--- config.mk ---
export PLATFORM = sky130hd
export DESIGN_NAME = repeat_string_prefix_decoder
export DESIGN_NICKNAME = d
export VERILOG_FILES = /design/src/hdl/rep_string_pkg.sv /design/src/hdl/repeat_string_prefix_decoder.sv
export SDC_FILE = /design/constraint.sdc
export NUM_CORES = 1
export LEC_CHECK = 0
export ABC_AREA = 0
export BUFFER_PORTS_ARGS = -buffer_cell sky130_fd_sc_hd__buf_2
export CORE_AREA = 2 2 327 329
export DETAILED_ROUTE_END_ITERATION = 16
export DIE_AREA = 0 0 329 331
export PLACE_DENSITY_LB_ADDON = 0.05
export SYNTH_ARGS = -nofsm -noshare
export SYNTH_HDL_FRONTEND = slang
export SYNTH_SLANG_ARGS = --single-unit
--- constraint.sdc ---
create_clock -name mclk -period 3.5 [get_ports mclk]
set_clock_uncertainty 0.05 [all_clocks]
set_input_delay 0.7 -clock mclk [delete_from_list [all_inputs] [get_ports mclk]]
set_output_delay 0.7 -clock mclk [all_outputs]
set_load 0.03 [all_outputs]
--- src/hdl/rep_string_pkg.sv ---
// Constants and types for the repeated string operation engine.
// Assumes a single core clock and a memory port with valid/ready handshakes.
package rep_string_pkg;
  localparam logic [7:0] PFX_REPEAT_EQ = 8'hF3;
  localparam logic [7:0] PFX_REPEAT_NE = 8'hF2;
  localparam logic [7:0] OP_PORT_OUT_D = 8'h6F;
  localparam logic [7:0] OP_CMP_B = 8'hA6;
  localparam logic [7:0] OP_CMP_W = 8'hA7;
  localparam logic [7:0] OP_STORE_B = 8'hAA;
  localparam logic [7:0] OP_STORE_W = 8'hAB;
  localparam logic [7:0] OP_LOAD_B = 8'hAC;
  localparam logic [7:0] OP_LOAD_W = 8'hAD;
  localparam logic [7:0] OP_SCAN_B = 8'hAE;
  localparam logic [7:0] OP_SCAN_W = 8'hAF;
  localparam logic [1:0] SZ_BYTE = 2'h0;
  localparam logic [1:0] SZ_WORD = 2'h1;
  localparam logic [1:0] SZ_DWORD = 2'h2;
  localparam logic [1:0] SZ_QWORD = 2'h3;
  localparam logic [63:0] COUNT_ONE = 64'h0000_0000_0000_0001;
  localparam logic [3:0] HIGH_BYTE_REG_LO = 4'h4;
  typedef enum logic [2:0] {
    K_NONE, K_STORE, K_LOAD, K_PORT_OUT, K_CMP, K_SCAN
  } op_kind_t;
  typedef enum {
    ST_IDLE, ST_READ_SRC, ST_READ_DST, ST_ACT, ST_DONE
  } state_t;
endpackage

--- src/hdl/repeat_string_prefix_decoder.sv ---
// Decoder and sequencer for repeated string operations (store, load,
// port output, compare and scan) under the two repeat prefixes.
// Assumes a memory port and an I/O port with valid/ready handshakes.
//
// Overview of operation
// - F3 AA stores low accumulator byte repeatedly.
// - Wide F3 AA byte fill, 64-bit mode only.
// - F3 AB stores word or doubleword repeatedly.
// - Wide F3 AB stores quadwords, 64-bit only.
// - F3 AC loads bytes into accumulator low byte.
// - F3 AD loads words or doublewords repeatedly.
// - Wide F3 AD loads quadwords, 64-bit only.
// - F3 6F outputs doublewords to data-register port.
// - Wide F3 6F outputs default size, 64-bit only.
// - F3 A6 compares bytes while equal.
// - Wide F3 A7 compares quadwords while equal.
// - F3 AE scans bytes while equal accumulator.
// - F3 AF scans elements while equal accumulator.
// - F2 A6 compares bytes while unequal.
// - F2 A7 compares elements while unequal.
// - F2 AE scans bytes until accumulator match.
// - Wide F2 AF scans quadwords, 64-bit only.
// - Extension prefix blocks legacy high-byte registers.
`timescale 1ns/10ps
`default_nettype none
module repeat_string_prefix_decoder (
  input wire logic mclk,
  input wire logic rstn,
  input wire logic start,
  input wire logic [7:0] prefix,
  input wire logic [7:0] opcode,
  input wire logic wide_operand_prefix,
  input wire logic ext_prefix_present,
  input wire logic mode_64,
  input wire logic opsize_32,
  input wire logic [3:0] byte_reg_sel,
  input wire logic [63:0] count_in,
  input wire logic [63:0] src_index_in,
  input wire logic [63:0] dst_index_in,
  input wire logic [63:0] acc_in,
  input wire logic [15:0] port_in,
  output logic busy,
  output logic done,
  output logic invalid_op,
  output logic high_byte_blocked,
  output logic mismatch_stop,
  output logic [63:0] count_out,
  output logic [63:0] src_index_out,
  output logic [63:0] dst_index_out,
  output logic [63:0] acc_out,
  output logic mem_valid,
  input wire logic mem_ready,
  output logic mem_write,
  output logic mem_src_seg,
  output logic [63:0] mem_addr,
  output logic [63:0] mem_wdata,
  output logic [1:0] mem_size,
  input wire logic rdata_valid,
  input wire logic [63:0] rdata,
  output logic io_valid,
  input wire logic io_ready,
  output logic [15:0] io_port,
  output logic [63:0] io_data,
  output logic [1:0] io_size
);
  import rep_string_pkg::*;

  // ------------------------------------------------------------------
  // Instruction decode
  // ------------------------------------------------------------------
  op_kind_t kind_dec;
  logic [1:0] size_dec;
  logic legal_dec;
  logic wide_ok;

  // Wide forms only exist in 64-bit mode.
  assign wide_ok = !wide_operand_prefix || mode_64;

  // Classify the opcode and pick the element width.
  always_comb begin
    kind_dec = K_NONE;
    size_dec = opsize_32 ? SZ_DWORD : SZ_WORD;
    if (wide_operand_prefix) begin
      size_dec = SZ_QWORD;
    end
    if (prefix == PFX_REPEAT_EQ) begin
      if (opcode == OP_STORE_B) begin
        kind_dec = K_STORE;
      end else if (opcode == OP_STORE_W) begin
        kind_dec = K_STORE;
      end else if (opcode == OP_LOAD_B) begin
        kind_dec = K_LOAD;
      end else if (opcode == OP_LOAD_W) begin
        kind_dec = K_LOAD;
      end else if (opcode == OP_PORT_OUT_D) begin
        kind_dec = K_PORT_OUT;
        size_dec = SZ_DWORD;
      end else if (opcode == OP_CMP_B || opcode == OP_CMP_W) begin
        kind_dec = K_CMP;
      end else if (opcode == OP_SCAN_B || opcode == OP_SCAN_W) begin
        kind_dec = K_SCAN;
      end
    end else if (prefix == PFX_REPEAT_NE) begin
      if (opcode == OP_CMP_B || opcode == OP_CMP_W) begin
        kind_dec = K_CMP;
      end else if (opcode == OP_SCAN_B || opcode == OP_SCAN_W) begin
        kind_dec = K_SCAN;
      end
    end
    // Even opcodes of each pair are the byte forms.
    if (opcode != OP_PORT_OUT_D && !opcode[0]) begin
      size_dec = SZ_BYTE;
    end
    legal_dec = (kind_dec != K_NONE) && wide_ok;
  end

  // Legacy high-byte registers are unreachable under an extension prefix.
  assign high_byte_blocked = mode_64 && ext_prefix_present &&
    (byte_reg_sel[3:2] == HIGH_BYTE_REG_LO[3:2]);

  // ------------------------------------------------------------------
  // Sequencer
  // ------------------------------------------------------------------
  state_t state_q, state_d;
  op_kind_t kind_q, kind_d;
  logic [1:0] size_q, size_d;
  logic while_eq_q, while_eq_d;
  logic [63:0] cnt_q, cnt_d, si_q, si_d, di_q, di_d, acc_q, acc_d;
  logic [63:0] tmp_q, tmp_d;
  logic [15:0] port_q, port_d;
  logic done_q, done_d, inv_q, inv_d, stop_q, stop_d;
  logic [63:0] step;
  logic [63:0] mask;
  logic equal_now;

  // Element width in bytes and its data mask.
  always_comb begin
    step = COUNT_ONE << size_q;
    case (size_q)
      SZ_BYTE: mask = 64'h0000_0000_0000_00FF;
      SZ_WORD: mask = 64'h0000_0000_0000_FFFF;
      SZ_DWORD: mask = 64'h0000_0000_FFFF_FFFF;
      default: mask = 64'hFFFF_FFFF_FFFF_FFFF;
    endcase
  end

  // Compare returned element against the held source or accumulator.
  assign equal_now = ((kind_q == K_CMP ? tmp_q : acc_q) & mask) ==
    (rdata & mask);

  // Next-state logic for the whole repetition.
  always_comb begin
    state_d = state_q;
    kind_d = kind_q;
    size_d = size_q;
    while_eq_d = while_eq_q;
    cnt_d = cnt_q;
    si_d = si_q;
    di_d = di_q;
    acc_d = acc_q;
    tmp_d = tmp_q;
    port_d = port_q;
    done_d = 1'b0;
    inv_d = inv_q;
    stop_d = stop_q;
    case (state_q)
      ST_IDLE: begin
        if (start) begin
          inv_d = !legal_dec;
          stop_d = 1'b0;
          kind_d = kind_dec;
          size_d = size_dec;
          while_eq_d = (prefix == PFX_REPEAT_EQ);
          cnt_d = count_in;
          si_d = src_index_in;
          di_d = dst_index_in;
          acc_d = acc_in;
          port_d = port_in;
          // A zero count or illegal form performs no access.
          if (!legal_dec || count_in == '0) begin
            state_d = ST_DONE;
          end else if (kind_dec == K_CMP || kind_dec == K_LOAD ||
                       kind_dec == K_PORT_OUT) begin
            state_d = ST_READ_SRC;
          end else if (kind_dec == K_SCAN) begin
            state_d = ST_READ_DST;
          end else begin
            state_d = ST_ACT;
          end
        end
      end
      ST_READ_SRC: begin
        if (rdata_valid) begin
          si_d = si_q + step;
          if (kind_q == K_LOAD) begin
            // Merge loaded element into the accumulator's low part.
            acc_d = (acc_q & ~mask) | (rdata & mask);
            cnt_d = cnt_q - COUNT_ONE;
            state_d = (cnt_q == COUNT_ONE) ? ST_DONE : ST_READ_SRC;
          end else if (kind_q == K_PORT_OUT) begin
            tmp_d = rdata & mask;
            state_d = ST_ACT;
          end else begin
            tmp_d = rdata & mask;
            state_d = ST_READ_DST;
          end
        end
      end
      ST_READ_DST: begin
        if (rdata_valid) begin
          di_d = di_q + step;
          cnt_d = cnt_q - COUNT_ONE;
          // Stop on the condition that the prefix ends on.
          if (equal_now != while_eq_q) begin
            stop_d = 1'b1;
            state_d = ST_DONE;
          end else if (cnt_q == COUNT_ONE) begin
            state_d = ST_DONE;
          end else begin
            state_d = (kind_q == K_CMP) ? ST_READ_SRC : ST_READ_DST;
          end
        end
      end
      ST_ACT: begin
        if ((kind_q == K_STORE && mem_ready) ||
            (kind_q == K_PORT_OUT && io_ready)) begin
          if (kind_q == K_STORE) begin
            di_d = di_q + step;
          end
          cnt_d = cnt_q - COUNT_ONE;
          if (cnt_q == COUNT_ONE) begin
            state_d = ST_DONE;
          end else begin
            state_d = (kind_q == K_STORE) ? ST_ACT : ST_READ_SRC;
          end
        end
      end
      default: begin
        done_d = 1'b1;
        state_d = ST_IDLE;
      end
    endcase
  end

  // Registers of the sequencer.
  always_ff @(posedge mclk or negedge rstn) begin
    if (!rstn) begin
      state_q <= ST_IDLE;
      kind_q <= K_NONE;
      size_q <= SZ_BYTE;
      while_eq_q <= 1'b0;
      cnt_q <= '0;
      si_q <= '0;
      di_q <= '0;
      acc_q <= '0;
      tmp_q <= '0;
      port_q <= '0;
      done_q <= 1'b0;
      inv_q <= 1'b0;
      stop_q <= 1'b0;
    end else begin
      state_q <= state_d;
      kind_q <= kind_d;
      size_q <= size_d;
      while_eq_q <= while_eq_d;
      cnt_q <= cnt_d;
      si_q <= si_d;
      di_q <= di_d;
      acc_q <= acc_d;
      tmp_q <= tmp_d;
      port_q <= port_d;
      done_q <= done_d;
      inv_q <= inv_d;
      stop_q <= stop_d;
    end
  end

  // ------------------------------------------------------------------
  // Port drive
  // ------------------------------------------------------------------
  // Memory reads issue one request per read state; the store writes the
  // accumulator low part into the destination segment.
  assign mem_valid = (state_q == ST_READ_SRC || state_q == ST_READ_DST ||
    (state_q == ST_ACT && kind_q == K_STORE));
  assign mem_write = (state_q == ST_ACT);
  assign mem_src_seg = (state_q == ST_READ_SRC);
  assign mem_addr = (state_q == ST_READ_SRC) ? si_q : di_q;
  assign mem_wdata = acc_q & mask;
  assign mem_size = size_q;
  assign io_valid = (state_q == ST_ACT && kind_q == K_PORT_OUT);
  assign io_port = port_q;
  assign io_data = tmp_q;
  assign io_size = size_q;
  assign busy = (state_q != ST_IDLE);
  assign done = done_q;
  assign invalid_op = inv_q;
  assign mismatch_stop = stop_q;
  assign count_out = cnt_q;
  assign src_index_out = si_q;
  assign dst_index_out = di_q;
  assign acc_out = acc_q;
endmodule
`default_nettype wire

==> metrics.yaml <==
place_congestion: 0.8324
cp-start-kind: "register"
synth_cell_types: 78
outcome: "completed"
r2r-start: "kind_q[1]$_DFFE_PN0P_"
fin_ws_ps: 99.10
hold_start: "port_in[7]"
crit_chain: "or3b_4 > buf_12 > buf_6 > nand2_2 > a21oi_1 > a2111oi_2 > nand4_1 > o41ai_4 > buf_4 > nand3_4 > xor2_4 > a211o_1"
hold_path_class: "in2reg"
grt_first_pass_wirelength_um: 181200
rsz0062_at_grt: "true"
drc_errors: 0
grt_use_met1: 0.2882
syn_inst: 2903
crit_family: "compound AO/OA/AOI/OAI gates"
core_um2: 105000
ir_worst_vdd_v: 0.0003357
ys.flop_type: "dfrtp_1"
grt_pass1_vias: 24942
final_hold_viol_count: 0
syn_nets: 3281
rrSetupSlack_ps: 100
htreeDepth: 2
reg2regPathDepth: 12
num_rows: 119
cts-buffers-inserted: 50
leakagePower_uw: 0.01393
grt_busiest_layer: "met2"
fin_cells: 5231
min_period_ps: 3401
cts_tree: "yes"
power.density_nw_per_um2: 491.7
async_flop_share: 1.000
vias_per_cell: 4.849
synth_edf_count: 0
fin_util: 0.2947
crit_path_top_delay_cell: "o41ai_4"
slew-limit-headroom: 0.4843
clk_path_buf_depth: 3
grt_overflow_total: 0
yosys_warnings: 0
place_hpwl_um: 98510
fmax_mhz: 294.0
routedWlPerCell_um: 24.49
critPathRequiredTime_ps: 3950
endpoint_kind: "register"
start_util: 0.2079
syn_area_um2: 21820
max_cap_violations: 0
dr.pass1.iters: 7
setup_viol: 0
insertion_delay_ps: 620
slowest_delay_ps: 490
antenna_found_initial: 43
num_vias: 25363
holdPathStages: 3
crit_buf_inv: 3
cts_root_buf: "clkbuf_16"
arrival_ps: 3850
fin_crit_sh: 0.9717
dp_worst_setup_slack_ps: -434.1
grtUsageTotal: 0.2249
wirelength_um: 128100
port_buffers: 840
grt_util_met3: 0.05202
drtAntennaViolNets: 0
worst-path-max-fanout: 12
r2r-end: "state_q[1]$_DFFE_PN0P_"
ioPinCount: 843
die_h_um: 331
seq_area_frac_synth: 0.3990
ys_ff_latch: 348
cts.sinks: 348
whs_endpoint: "io_port[7]$_DFFE_PN0P_"
grt_max_degree: 119
p_total_uw: 15210
finalMaxSlewViolations: 0
nets: 4164
die_x_um: 329
grt_use_met2: 0.3770
worstMarginPinSlew_ps: 771.7
path_clk_slew_ps: 60
dr.first_iter.drc_count: 1600
path_class: "reg2reg"
synth.avg_cell_area_um2: 7.518
placedCellCount: 5105
area_delta_synth_final_pct: 41.74
drive_gt1_frac: 0.3163
die_area_um2: 108900
-- cell usage after synthesis (all sizes together), types with 6 or more instances --
cell type	count	share of area
o211ai	7	0.0024
xnor2	18	0.0072
and3	57	0.016
mux2	7	0.0036
o41ai	6	0.0024
dfrtp	348	0.40
a221oi	7	0.0028
a21oi	349	0.080
nand2	568	0.098
ha	10	0.0057
o21a	10	0.0034
o32ai	8	0.0032
o21ai	238	0.055
nand2b	11	0.0032
nand3	105	0.024
mux2i	21	0.0096
o31ai	10	0.0034
and2	36	0.010
a31oi	25	0.0072
o22a	10	0.0040
nand4	44	0.013
a2bb2oi	15	0.0060
o2bb2ai	6	0.0024
xor2	40	0.016
and4	8	0.0032
nor2b	22	0.0063
a211oi	7	0.0024
nor3	52	0.013
a21o	7	0.0024
a22oi	14	0.0048
or2	15	0.0043
buf	31	0.0071
a2111oi	9	0.0036
o22ai	137	0.039
nor4	44	0.013
nor2	267	0.046
or3	19	0.0059
inv	68	0.012
or4	9	0.0033
clkbuf	178	0.031
-- tightest hold or removal path, cell delays in order --
cell	delay, ps
buf_2	70
nand2_1	40
nand2_1	40
-- per-stage QoR --
step                      hold WS (ps)  setup TNS [ps]  area [um2]
after CTS                        146.4               0       30420
after detailed placement         407.0           -1835       28670
final                            207.9               0       30930
after global routing             181.8          -72.90       30910
after global placement           408.1           -2197       28670
after floorplan                  354.4               0       21920
-- logic make-up after synthesis --
| group | after synthesis | share of synthesized area |
|---|---|---|
| and+or+nand+nor | 1278 | 0.2677 |
| buffers and inverters | 277 | 0.04942 |
| xor gates and xnor gates | 58 | 0.02328 |
| adders and majority gates | 12 | 0.007568 |
| AOI/OAI and AO/OA | 902 | 0.2398 |
| DFF | 348 | 0.3990 |
| muxes | 28 | 0.01324 |
-- layout by cell type, fill, tap and decap left out, types with 19 or more instances in the layout --
master / n
a31oi_1: 25
and2_1: 35
clkbuf_16: 54
buf_2: 839
xor2_1: 38
nor3_1: 47
nor2b_1: 19
buf_4: 169
nor4_1: 40
nor2_1: 261
and3_1: 56
inv_1: 66
nand2_1: 564
a21oi_1: 346
buf_12: 19
nand4_1: 44
o21ai_0: 235
dfrtp_1: 346
o22ai_1: 135
nand3_1: 102
-- timing repair --
item,4_1_cts,5_1_grt
hold buffers,1,0
setup endpoints to repair,7,30
pin swaps,2,27
cloned,0,1
gates resized for setup,6,60
buffers inserted,0,19
endpoints found under the hold margin,48,0
-- routing by layer --
metal / vias to the layer above / share of wire
met5: - / 0.0018
met4: 34 / 0.026
met3: 188 / 0.067
met2: 821 / 0.48
met1: 12183 / 0.43
li1: 12137 / -
-- layout make-up --
| cell class | count | area [um2] |
|---|---|---|
| diodes | 15 | 37.54 |
| clock buffers | 85 | 1607 |
| clock inverters | 6 | 105.1 |
| fillers | 11672 | 74040 |
| inverters | 68 | 272.8 |
| multi-input cells | 2278 | 12450 |
| flip-flops and latches | 348 | 8711 |
| well taps | 1391 | 1740 |
| repair buffers | 1040 | 6015 |
-- power breakdown --
group / switching [uW] / internal [uW]
Sequential: 742 / 4480
Clock: 2140 / 3310
Combinational: 3150 / 1400
Total: 6020 / 9190
-- worst max-delay path by stage --
stage                           start                            end  slack, ps  cells after the start
2_1_floorplan  io_size[1]$_DFFE_PN0P_  dst_index_out[61]$_DFFE_PN0P_        0.8                     15
3_5_place_dp                rdata[55]         state_q[1]$_DFFE_PN0P_       -430                     11
3_3_place_gp                rdata[55]         state_q[2]$_DFFE_PN0P_       -520                     11
6_report        kind_q[1]$_DFFE_PN0P_         state_q[1]$_DFFE_PN0P_        100                     12
5_1_grt         kind_q[1]$_DFFE_PN0P_         state_q[1]$_DFFE_PN0P_        -70                     12
4_1_cts         kind_q[0]$_DFFE_PN0P_         state_q[1]$_DFFE_PN0P_         10                     11
No activity file was read; power rests on OpenSTA's default activity.
